File: src/common/ftr_pkg.sv
// Purpose: Shared constants for the tagged readout port and its host controller
// Assumes: Byte-wide register link, 5-bit source codes, three 16-bit words per entry
// Notes:   Helper functions here are used by both ends of the link
package ftr_pkg;
	// Device register map
	localparam logic [7:0] FTR_ADDR_TAG = 8'h78;
	localparam logic [7:0] FTR_ADDR_W0L = 8'h79;
	localparam logic [7:0] FTR_ADDR_W0H = 8'h7A;
	localparam logic [7:0] FTR_ADDR_W1L = 8'h7B;
	localparam logic [7:0] FTR_ADDR_W1H = 8'h7C;
	localparam logic [7:0] FTR_ADDR_W2L = 8'h7D;
	localparam logic [7:0] FTR_ADDR_W2H = 8'h7E;
	localparam logic [7:0] FTR_BYTE_RST = 8'h00;
	// Source codes
	localparam logic [4:0] FTR_SRC_GYRO     = 5'h01;
	localparam logic [4:0] FTR_SRC_ACCEL    = 5'h02;
	localparam logic [4:0] FTR_SRC_TEMP     = 5'h03;
	localparam logic [4:0] FTR_SRC_TSTAMP   = 5'h04;
	localparam logic [4:0] FTR_SRC_CFG_CHG  = 5'h05;
	localparam logic [4:0] FTR_SRC_ACC_T2   = 5'h06;
	localparam logic [4:0] FTR_SRC_ACC_T1   = 5'h07;
	localparam logic [4:0] FTR_SRC_ACC_2C   = 5'h08;
	localparam logic [4:0] FTR_SRC_ACC_3C   = 5'h09;
	localparam logic [4:0] FTR_SRC_GYR_T2   = 5'h0A;
	localparam logic [4:0] FTR_SRC_GYR_T1   = 5'h0B;
	localparam logic [4:0] FTR_SRC_GYR_2C   = 5'h0C;
	localparam logic [4:0] FTR_SRC_GYR_3C   = 5'h0D;
	localparam logic [4:0] FTR_SRC_HUB0     = 5'h0E;
	localparam logic [4:0] FTR_SRC_HUB3     = 5'h11;
	localparam logic [4:0] FTR_SRC_STEP     = 5'h12;
	localparam logic [4:0] FTR_SRC_HUB_NACK = 5'h19;
	// Field layout
	localparam int FTR_SRC_W      = 5;
	localparam int FTR_SLOT_W     = 2;
	localparam int FTR_WORD_W     = 16;
	localparam int FTR_ENTRY_W    = FTR_SRC_W + FTR_SLOT_W + 3 * FTR_WORD_W;
	localparam int FTR_TAG_SRC_LSB = 3;
	localparam int FTR_FIFO_DEPTH = 8;
	// Host controller register map and fields
	localparam logic [3:0] FTR_HOST_CTRL_OFS = 4'h0;
	localparam logic [3:0] FTR_HOST_STAT_OFS = 4'h4;
	localparam int FTR_CTRL_WDATA_LSB = 8;
	localparam int FTR_CTRL_WE_BIT    = 16;
	localparam int FTR_CTRL_GO_BIT    = 17;
	localparam int FTR_STAT_DONE_BIT  = 1;
	localparam int FTR_STAT_RDATA_LSB = 8;
	localparam int FTR_STAT_PAROK_BIT = 16;
	localparam int FTR_STAT_ASGN_BIT  = 17;
	localparam int FTR_STAT_SRC_LSB   = 18;

	// True for every source code that names a real entry kind
	function automatic logic ftr_code_assigned(input logic [4:0] code);
		ftr_code_assigned = ((code >= FTR_SRC_GYRO) && (code <= FTR_SRC_STEP)) || (code == FTR_SRC_HUB_NACK);
	endfunction

	// Parity over tag bits 7..1, even or odd
	function automatic logic ftr_parity(input logic [6:0] bits, input logic odd);
		ftr_parity = (^bits) ^ odd;
	endfunction
endpackage

File: src/common/ftr_link_if.sv
// Purpose: Byte register link between host controller and readout port
// Assumes: Both ends on one clock; host holds a request until one ack pulse
// Notes:   No clocking block; the bench joins the two ends through this
`timescale 1ns/1ps
interface ftr_link_if;
	logic       req;   // Request held by host
	logic       we;    // Write when high
	logic [7:0] addr;  // Register address
	logic [7:0] wdata; // Write byte
	logic [7:0] rdata; // Read byte, valid with ack
	logic       ack;   // One-cycle answer

	modport device
	(
		input  req,
		input  we,
		input  addr,
		input  wdata,
		output rdata,
		output ack
	);

	modport host
	(
		output req,
		output we,
		output addr,
		output wdata,
		input  rdata,
		input  ack
	);
endinterface

File: src/design/ftr_fifo.sv
// Purpose: Entry buffer with valid/ready on both sides
// Assumes: DEPTH is a power of two
// Notes:   Head is shown ahead; pop takes effect at the edge
`timescale 1ns/1ps
module ftr_fifo
	import ftr_pkg::*;
#(
	parameter int WIDTH = FTR_ENTRY_W,
	parameter int DEPTH = FTR_FIFO_DEPTH
)
(
	input  wire logic                   clk_i,
	input  wire logic                   rst_i,
	input  wire logic                   in_valid_i,
	output logic                        in_ready_o,
	input  wire logic [WIDTH-1:0]       in_data_i,
	output logic                        out_valid_o,
	input  wire logic                   out_ready_i,
	output logic [WIDTH-1:0]            out_data_o,
	output logic [$clog2(DEPTH):0]      count_o
);
	localparam int AW = $clog2(DEPTH);

	logic [WIDTH-1:0] mem_r [DEPTH];   // Storage, not reset
	logic [AW:0]      wr_ptr_r;        // Write pointer with wrap bit
	logic [AW:0]      rd_ptr_r;        // Read pointer with wrap bit
	logic             push;
	logic             pop;

	// Full when pointers differ only in the wrap bit
	assign in_ready_o  = (wr_ptr_r ^ rd_ptr_r) != {1'b1, {AW{1'b0}}};
	assign out_valid_o = wr_ptr_r != rd_ptr_r;
	assign push        = in_valid_i & in_ready_o;
	assign pop         = out_ready_i & out_valid_o;
	assign out_data_o  = mem_r[rd_ptr_r[AW-1:0]];
	assign count_o     = wr_ptr_r - rd_ptr_r;

	// Storage write; no reset keeps it a plain RAM
	always_ff @(posedge clk_i)
	begin
		if (push)
		begin
			mem_r[wr_ptr_r[AW-1:0]] <= in_data_i;
		end
	end

	// Pointer update
	always_ff @(posedge clk_i or posedge rst_i)
	begin
		if (rst_i)
		begin
			wr_ptr_r <= '0;
			rd_ptr_r <= '0;
		end
		else
		begin
			wr_ptr_r <= wr_ptr_r + (AW+1)'(push);
			rd_ptr_r <= rd_ptr_r + (AW+1)'(pop);
		end
	end
endmodule

File: src/design/ftr_device.sv
// Purpose: Readout port of the batching buffer: tag byte plus three 16-bit words
// Assumes: Host follows the link handshake; entries arrive on a valid/ready port
// Notes:   The buffer advances only when the last data byte is read
`timescale 1ns/1ps

module ftr_device
	import ftr_pkg::*;
#(
	parameter bit PARITY_ODD = 1'b0,
	parameter int DEPTH      = FTR_FIFO_DEPTH
)
(
	input  wire logic                   CLK_I,
	input  wire logic                   SYS_RST_I,
	ftr_link_if.device                  LINK,
	input  wire logic                   ENTRY_VALID_I,
	output logic                        ENTRY_READY_O,
	input  wire logic [FTR_SRC_W-1:0]   ENTRY_SOURCE_I,
	input  wire logic [FTR_WORD_W-1:0]  ENTRY_WORD0_I,
	input  wire logic [FTR_WORD_W-1:0]  ENTRY_WORD1_I,
	input  wire logic [FTR_WORD_W-1:0]  ENTRY_WORD2_I,
	input  wire logic                   SLOT_TICK_I,
	output logic [FTR_SLOT_W-1:0]       SLOT_COUNT_O,
	output logic                        ENTRY_REJECT_O,
	output logic                        ENTRY_PENDING_O,
	output logic [$clog2(DEPTH):0]      FILL_LEVEL_O
);
	logic [FTR_SLOT_W-1:0]  slot_cnt_r;   // Running time slot counter
	logic                   code_ok;      // Incoming code is assigned
	logic                   fifo_ready;   // Buffer has room
	logic                   push_valid;   // Offer to the buffer
	logic                   reject_r;     // Pulse for a dropped entry
	logic [FTR_ENTRY_W-1:0] in_entry;     // Packed incoming entry
	logic [FTR_ENTRY_W-1:0] head_entry;   // Packed head entry
	logic                   head_valid;   // Buffer not empty
	logic [FTR_SRC_W-1:0]   head_src;     // Head source code
	logic [FTR_SLOT_W-1:0]  head_slot;    // Head slot stamp
	logic [FTR_WORD_W-1:0]  head_w0;      // Head first word
	logic [FTR_WORD_W-1:0]  head_w1;      // Head second word
	logic [FTR_WORD_W-1:0]  head_w2;      // Head third word
	logic [7:0]             tag_byte;     // Tag as seen by the host
	logic                   take;         // Link request taken this cycle
	logic                   pop;          // Retire the head entry
	logic                   ack_r;        // Link answer
	logic [7:0]             rdata_r;      // Link read byte
	logic [7:0]             rdata_nxt;    // Byte selected by address

	// Slot counter wraps freely; it stamps each entry as it is stored
	always_ff @(posedge CLK_I or posedge SYS_RST_I)
	begin
		if (SYS_RST_I)
		begin
			slot_cnt_r <= '0;
		end
		else if (SLOT_TICK_I)
		begin
			slot_cnt_r <= slot_cnt_r + 2'd1;
		end
	end

	assign SLOT_COUNT_O = slot_cnt_r;

	// Only assigned codes enter the buffer, so no stored entry shows the host a stray code
	assign code_ok    = ftr_code_assigned(ENTRY_SOURCE_I);
	assign push_valid = ENTRY_VALID_I & code_ok;
	// Ready follows room alone, so an unassigned entry is consumed and dropped
	assign ENTRY_READY_O = fifo_ready;
	assign in_entry = {ENTRY_SOURCE_I, slot_cnt_r, ENTRY_WORD2_I, ENTRY_WORD1_I, ENTRY_WORD0_I};

	// Reject pulse one cycle after a dropped entry
	always_ff @(posedge CLK_I or posedge SYS_RST_I)
	begin
		if (SYS_RST_I)
		begin
			reject_r <= 1'b0;
		end
		else
		begin
			reject_r <= ENTRY_VALID_I & fifo_ready & ~code_ok;
		end
	end

	assign ENTRY_REJECT_O = reject_r;

	// Entry buffer
	ftr_fifo #(
		.WIDTH (FTR_ENTRY_W),
		.DEPTH (DEPTH)
	) u_fifo (
		.clk_i       (CLK_I),
		.rst_i       (SYS_RST_I),
		.in_valid_i  (push_valid),
		.in_ready_o  (fifo_ready),
		.in_data_i   (in_entry),
		.out_valid_o (head_valid),
		.out_ready_i (pop),
		.out_data_o  (head_entry),
		.count_o     (FILL_LEVEL_O)
	);

	assign ENTRY_PENDING_O = head_valid;

	// Unpack the head entry
	assign head_src  = head_entry[FTR_ENTRY_W-1 -: FTR_SRC_W];
	assign head_slot = head_entry[3*FTR_WORD_W +: FTR_SLOT_W];
	assign head_w2   = head_entry[2*FTR_WORD_W +: FTR_WORD_W];
	assign head_w1   = head_entry[FTR_WORD_W +: FTR_WORD_W];
	assign head_w0   = head_entry[0 +: FTR_WORD_W];

	// Tag assembly; an empty buffer shows all zero, which is an unassigned code
	always_comb
	begin
		tag_byte = FTR_BYTE_RST;
		if (head_valid)
		begin
			tag_byte[7:FTR_TAG_SRC_LSB] = head_src;
			tag_byte[2:1]               = head_slot;
			tag_byte[0]                 = ftr_parity({head_src, head_slot}, PARITY_ODD);
		end
	end

	// A request is taken once; the ack blocks a second take of the same hold
	assign take = LINK.req & ~ack_r;

	// Reading the final high byte retires the entry; tag or low bytes never do
	assign pop = take & ~LINK.we & (LINK.addr == FTR_ADDR_W2H) & head_valid;

	// Byte selection; unmapped addresses read zero
	always_comb
	begin
		case (LINK.addr)
			FTR_ADDR_TAG:
			begin
				rdata_nxt = tag_byte;
			end
			FTR_ADDR_W0L:
			begin
				rdata_nxt = head_valid ? head_w0[7:0] : FTR_BYTE_RST;
			end
			FTR_ADDR_W0H:
			begin
				rdata_nxt = head_valid ? head_w0[15:8] : FTR_BYTE_RST;
			end
			FTR_ADDR_W1L:
			begin
				rdata_nxt = head_valid ? head_w1[7:0] : FTR_BYTE_RST;
			end
			FTR_ADDR_W1H:
			begin
				rdata_nxt = head_valid ? head_w1[15:8] : FTR_BYTE_RST;
			end
			FTR_ADDR_W2L:
			begin
				rdata_nxt = head_valid ? head_w2[7:0] : FTR_BYTE_RST;
			end
			FTR_ADDR_W2H:
			begin
				rdata_nxt = head_valid ? head_w2[15:8] : FTR_BYTE_RST;
			end
			default:
			begin
				rdata_nxt = FTR_BYTE_RST;
			end
		endcase
	end

	// Link answer: one ack per request, read data from flops
	always_ff @(posedge CLK_I or posedge SYS_RST_I)
	begin
		if (SYS_RST_I)
		begin
			ack_r <= 1'b0;
		end
		else
		begin
			ack_r <= take;
		end
	end

	// Read byte is captured before the pop edge moves the head
	always_ff @(posedge CLK_I or posedge SYS_RST_I)
	begin
		if (SYS_RST_I)
		begin
			rdata_r <= FTR_BYTE_RST;
		end
		else if (take & ~LINK.we)
		begin
			rdata_r <= rdata_nxt;
		end
		else if (take)
		begin
			// All registers here are read only, so a write is answered and dropped
			rdata_r <= FTR_BYTE_RST;
		end
	end

	assign LINK.ack   = ack_r;
	assign LINK.rdata = rdata_r;
endmodule

File: src/flat_wrapper.sv
// flat-port wrapper written by rule: the top's interface ports become plain ports
module ftr_device_flat import ftr_pkg::*;
#(
	parameter bit PARITY_ODD = 1'b0,
	parameter int DEPTH      = FTR_FIFO_DEPTH
)
  (CLK_I, SYS_RST_I, ENTRY_VALID_I, ENTRY_READY_O, ENTRY_SOURCE_I, ENTRY_WORD0_I, ENTRY_WORD1_I, ENTRY_WORD2_I, SLOT_TICK_I, SLOT_COUNT_O, ENTRY_REJECT_O, ENTRY_PENDING_O, FILL_LEVEL_O, LINK_req, LINK_we, LINK_addr, LINK_wdata, LINK_rdata, LINK_ack);
  ftr_link_if LINK_i ();
  input  wire logic CLK_I;
  input  wire logic SYS_RST_I;
  input  wire logic ENTRY_VALID_I;
  output logic ENTRY_READY_O;
  input  wire logic [FTR_SRC_W-1:0] ENTRY_SOURCE_I;
  input  wire logic [FTR_WORD_W-1:0] ENTRY_WORD0_I;
  input  wire logic [FTR_WORD_W-1:0] ENTRY_WORD1_I;
  input  wire logic [FTR_WORD_W-1:0] ENTRY_WORD2_I;
  input  wire logic SLOT_TICK_I;
  output logic [FTR_SLOT_W-1:0] SLOT_COUNT_O;
  output logic ENTRY_REJECT_O;
  output logic ENTRY_PENDING_O;
  output logic [$clog2(DEPTH):0] FILL_LEVEL_O;
  input wire logic [$bits(LINK_i.req)-1:0] LINK_req;
  input wire logic [$bits(LINK_i.we)-1:0] LINK_we;
  input wire logic [$bits(LINK_i.addr)-1:0] LINK_addr;
  input wire logic [$bits(LINK_i.wdata)-1:0] LINK_wdata;
  output wire logic [$bits(LINK_i.rdata)-1:0] LINK_rdata;
  output wire logic [$bits(LINK_i.ack)-1:0] LINK_ack;
  assign LINK_i.req = LINK_req;
  assign LINK_i.we = LINK_we;
  assign LINK_i.addr = LINK_addr;
  assign LINK_i.wdata = LINK_wdata;
  assign LINK_rdata = LINK_i.rdata;
  assign LINK_ack = LINK_i.ack;
  ftr_device #(.PARITY_ODD(PARITY_ODD), .DEPTH(DEPTH)) u_core (.CLK_I(CLK_I), .SYS_RST_I(SYS_RST_I), .LINK(LINK_i), .ENTRY_VALID_I(ENTRY_VALID_I), .ENTRY_READY_O(ENTRY_READY_O), .ENTRY_SOURCE_I(ENTRY_SOURCE_I), .ENTRY_WORD0_I(ENTRY_WORD0_I), .ENTRY_WORD1_I(ENTRY_WORD1_I), .ENTRY_WORD2_I(ENTRY_WORD2_I), .SLOT_TICK_I(SLOT_TICK_I), .SLOT_COUNT_O(SLOT_COUNT_O), .ENTRY_REJECT_O(ENTRY_REJECT_O), .ENTRY_PENDING_O(ENTRY_PENDING_O), .FILL_LEVEL_O(FILL_LEVEL_O));
endmodule
File: config.mk
export PLATFORM = sky130hd
export DESIGN_NAME = ftr_device_flat
export DESIGN_NICKNAME = d
export VERILOG_FILES = /design/src/common/ftr_pkg.sv /design/src/common/ftr_link_if.sv /design/src/design/ftr_fifo.sv /design/src/design/ftr_device.sv /design/src/flat_wrapper.sv
export SDC_FILE = /design/constraint.sdc
export NUM_CORES = 1
export LEC_CHECK = 0
export ABC_AREA = 1
export BUFFER_PORTS_ARGS = -buffer_cell sky130_fd_sc_hd__buf_4
export CELL_PAD_IN_SITES_DETAIL_PLACEMENT = 0
export CELL_PAD_IN_SITES_GLOBAL_PLACEMENT = 1
export CORE_UTILIZATION = 55
export CTS_BUF_LIST = sky130_fd_sc_hd__clkbuf_8
export DETAILED_ROUTE_END_ITERATION = 10
export PLACE_DENSITY_LB_ADDON = 0.1
export SETUP_SLACK_MARGIN = 0.3
export SYNTH_ARGS = -nofsm -noshare
export SYNTH_HDL_FRONTEND = slang
export SYNTH_SLANG_ARGS = --single-unit
export TNS_END_PERCENT = 20
File: constraint.sdc
create_clock -name CLK_I -period 14 [get_ports CLK_I]
set_clock_uncertainty 0.1 [all_clocks]
set_input_delay 1.4 -clock CLK_I [delete_from_list [all_inputs] [get_ports CLK_I]]
set_output_delay 1.4 -clock CLK_I [all_outputs]
set_load 0.1 [all_outputs]
==> results.py <==
metrics = {
    "grt": {
        "grt.total_usage_pct": 26.0,
        "grt_pass1_vias": 11600,
        "grt_overflow": 0,
        "antenna_found_initial": 2,
        "grt_pass1_wl_mm": 67.5,
        "grt_start_max_net_pins": 127,
    },
    "worst_setup_path": {
        "worstSetupEndpoint": "ENTRY_PENDING_O",
        "endpoint_kind": "output port",
        "critical-path-top-delay-family": "buffers and inverters",
        "critPathLaunch": "u_core.u_fifo.rd_ptr_r[1]$_DFF_PP0_",
        "rr_endpoint": "u_core.u_fifo.mem_r[4][23]$_DFFE_PP_",
        "cp.arrival_ns": 3.21,
        "r2r_start": "u_core.u_fifo.rd_ptr_r[1]$_DFF_PP0_",
        "crit_top_cell": "buf_4",
        "worstPathMaxFanout": 55,
        "crit_slowest_cell": "dfrtp_4",
        "worstSetupStartpointType": "register",
        "cp.depth": 8,
        "ff2ff_path_depth": 11,
        "max_stage_delay_ns": 0.72,
        "crit_type": "reg2out",
        "path_cells": "inv_2, buf_4, ha_1, inv_1, nor3_1, nand2_1, buf_4, buf_4",
        "r2r_setup_slack_ns": 9.39,
        "crit_required_ns": 12.50,
        "cp_num_buf_inv": 5,
    },
    "synth": {
        "synth_compound_area_share_pct": 8.77,
        "ys_seq_elements": 460,
        "synth_area_sq_um": 18900,
        "ys_types": 33,
        "yosysSeqAreaShare_pct": 72.6,
        "ys_warn_count": 0,
        "syn_nets": 1666,
        "syn_inst": 1583,
        "synth_top_family_by_area": "simple AND/OR/NAND/NOR gates",
        "synthTopCellsByArea": "edfxtp_1 (70%), nand2_1 (5.9%), nor2_1 (4.5%)",
        "synth_area_leader_cell": "edfxtp_1",
        "avgSynthCellArea_sq_um": 11.9,
        "synth_top_area_share_pct": 69.9,
        "synth_mux_area_share_pct": 0,
        "synth_simple_gate_area_share_pct": 13.7,
        "synth-xor-area-share_pct": 0.417,
        "synthAdderAreaFrac_pct": 0.569,
    },
    "timing": {
        "setup_viol": 0,
        "period_share_pct": 33.6,
        "fmax_mhz": 212,
        "final_hold_viol_count": 0,
        "min_period_ns": 4.71,
        "worstMarginPinSlew_ns": 1.17,
        "fin_tns_setup_ns": 0,
        "max-slew-margin-rel_pct": 21.5,
        "report.final.slew_viol_count": 0,
        "rsz0062_at_grt": "false",
    },
    "clock_tree": {
        "cts_buffers": 74,
        "cts_root_buf": "clkbuf_8",
        "clock-sinks": 460,
        "post_cts_buffers": 0,
        "h-tree-depth": 3,
        "path_clk_slew_ns": 0.05,
        "cts_tree": "done",
        "clock_latency_ns": 0.61,
        "cts_hold_repair.buffers": 0,
        "clk_path_buf_depth": 3,
        "postCtsResizedCells": 0,
    },
    "route": {
        "dr.pass1.iters": 5,
        "ant_nets": 0,
        "met2_length_mm": 21.2,
        "routed_wl_mm": 44.8,
        "highest_layer": "met5",
        "wl_met3_mm": 2.84,
        "avgViaCountPerCell": 5.57,
        "drt_iter0_drc": 871,
        "vias": 12200,
        "drc": 0,
        "avgRoutedWirePerCell_um": 20.5,
        "wl_met1_mm": 19.3,
    },
    "cells_and_area": {
        "multi_input_area_sq_um": 4500,
        "final_cells": 2181,
        "final_nets": 1761,
        "area_growth_syn_to_layout_pct": 12.3,
        "drive_gt1_share_pct": 12.4,
        "seq_area_sq_um": 13700,
        "n_fill_cell": 2739,
    },
    "min_path": {
        "hp-class": "reg2reg",
    },
    "status": {
        "status": "completed",
    },
    "floorplanning": {
        "die_w_um": 187,
        "die_y_um": 187,
        "start_util_pct": 56.1,
        "core_sq_um": 33700,
        "die_area_sq_um": 35100,
        "row_count": 67,
        "io-pin-count": 93,
    },
    "power_and_ir_drop": {
        "ir_drop_mv": 0.100,
        "cellLeakagePower_uw": 0.00791,
        "p_per_area_nw_per_um2": 147,
    },
    "placed_design": {
        "place.port_buffers": 84,
        "dp_hpwl_mm": 24.1,
        "place_congestion": 0.746,
        "dp_cells": 2050,
    },
    "run": {
        "drv_cap": 0,
    },
}
cells in the mapped netlist:
library cell	count
edfxtp_1	440
nand2_1	297
nor2_1	227
o21ai_0	169
nand3_1	85
inv_1	81
o22ai_1	75
buf_2	36
clkbuf_1	27
o21ai_1	21
dfrtp_1	20
a21oi_1	18
buf_4	9
nand4_1	9
o211ai_1	9
buf_1	8
ha_1	7
nor3_1	6
buf_6	5
o31ai_1	5
xor2_1	5
xnor2_1	4
inv_2	3
nor4_1	3
o221ai_1	3
clkinv_1	2
nor4_2	2
nor4_4	2
fa_1	1
nand4_2	1
nor2_2	1
o21bai_1	1
o311ai_0	1
layout make-up:
| class | instances | area share, % |
|---|---|---|
| clock inverters | 51 | 1.16 |
| multi-input cells | 952 | 21.2 |
| diodes | 1 | 0.0118 |
| clock buffers | 79 | 5.12 |
| well taps | 448 | 2.64 |
| inverters | 86 | 1.54 |
| repair buffers | 104 | 3.68 |
| flip-flops and latches | 460 | 64.7 |
worst register-to-register path: cells and delay by family (launching register included):
family / cells / cell delay, ns
buffers and inverters: 4 / 1.35
DFF: 1 / 0.72
and+or+nand+nor: 5 / 1.51
adders and majority gates: 1 / 0.35
AOI/OAI and AO/OA: 1 / 0.21
routing by layer:
metal | vias up | track usage (%)
li1 | 5825 | -
met1 | 5844 | 34.7
met2 | 384 | 41.8
met3 | 95 | 5.16
met4 | 2 | 10.9
met5 | - | 0
per-stage QoR:
stage | hold WS (ns) | power, uW | utilization, % | setup WS [ns] | area, sq um
2_1_floorplan | 0.364 | 1970 | - | 8.43 | 18900
5_1_grt | 0.356 | 3240 | 63.0 | 9.12 | 21200
4_1_cts | 0.354 | 3150 | 63.0 | 9.25 | 21200
6_report | 0.351 | 3120 | 63.0 | 9.29 | 21200
3_5_place_dp | 0.338 | 2110 | 59.0 | 9.36 | 19900
3_3_place_gp | 0.333 | 2100 | 59.0 | 9.41 | 19900
worst min path at each step:
stage / from / endpoint / slack, ns / cells after the start
floorplan: u_core.u_fifo.wr_ptr_r[3]$_DFF_PP0_ / u_core.u_fifo.wr_ptr_r[3]$_DFF_PP0_ / 0.36 / 1
global placement: u_core.LINK.ack$_DFF_PP0_ / u_core.LINK.ack$_DFF_PP0_ / 0.33 / 1
detailed placement: u_core.LINK.ack$_DFF_PP0_ / u_core.LINK.ack$_DFF_PP0_ / 0.34 / 1
CTS: u_core.LINK.ack$_DFF_PP0_ / u_core.LINK.ack$_DFF_PP0_ / 0.35 / 1
global route: u_core.LINK.ack$_DFF_PP0_ / u_core.LINK.ack$_DFF_PP0_ / 0.36 / 1
finish: u_core.LINK.ack$_DFF_PP0_ / u_core.LINK.ack$_DFF_PP0_ / 0.35 / 1
where the power goes:
part           total [uW]  switching [uW]  internal (uW)
combinational         391             310           81.5
sequential           1690            36.3           1650
clock                1050             508            539
state kept, by name, indices dropped and copies added (netlist names):
register / flops
u_core.u_fifo.mem_r: 440
u_core.SLOT_COUNT_O: 2
u_core.u_fifo.wr_ptr_r: 4
u_core.LINK.ack: 1
u_core.ENTRY_REJECT_O: 1
u_core.u_fifo.rd_ptr_r: 4
u_core.LINK.rdata: 8
kinds of logic (layout without fill, tap and decap cells):
group,after synthesis,in the layout
compound gates,302,302
fa+ha+maj,8,8
other cells,0,1
xor+xnor,9,9
flops,460,460
buf+inv,171,320
simple gates,633,633
layout by cell type, fill, tap and decap left out, drive strengths merged, types with 24 or more instances in the layout:
cell type	instances
nand2	297
buf	104
o21ai	190
nor2	228
nand3	85
clkinv	24
clkbuf	79
edfxtp	440
o22ai	75
inv	109
(Power assumes the default switching activity.)
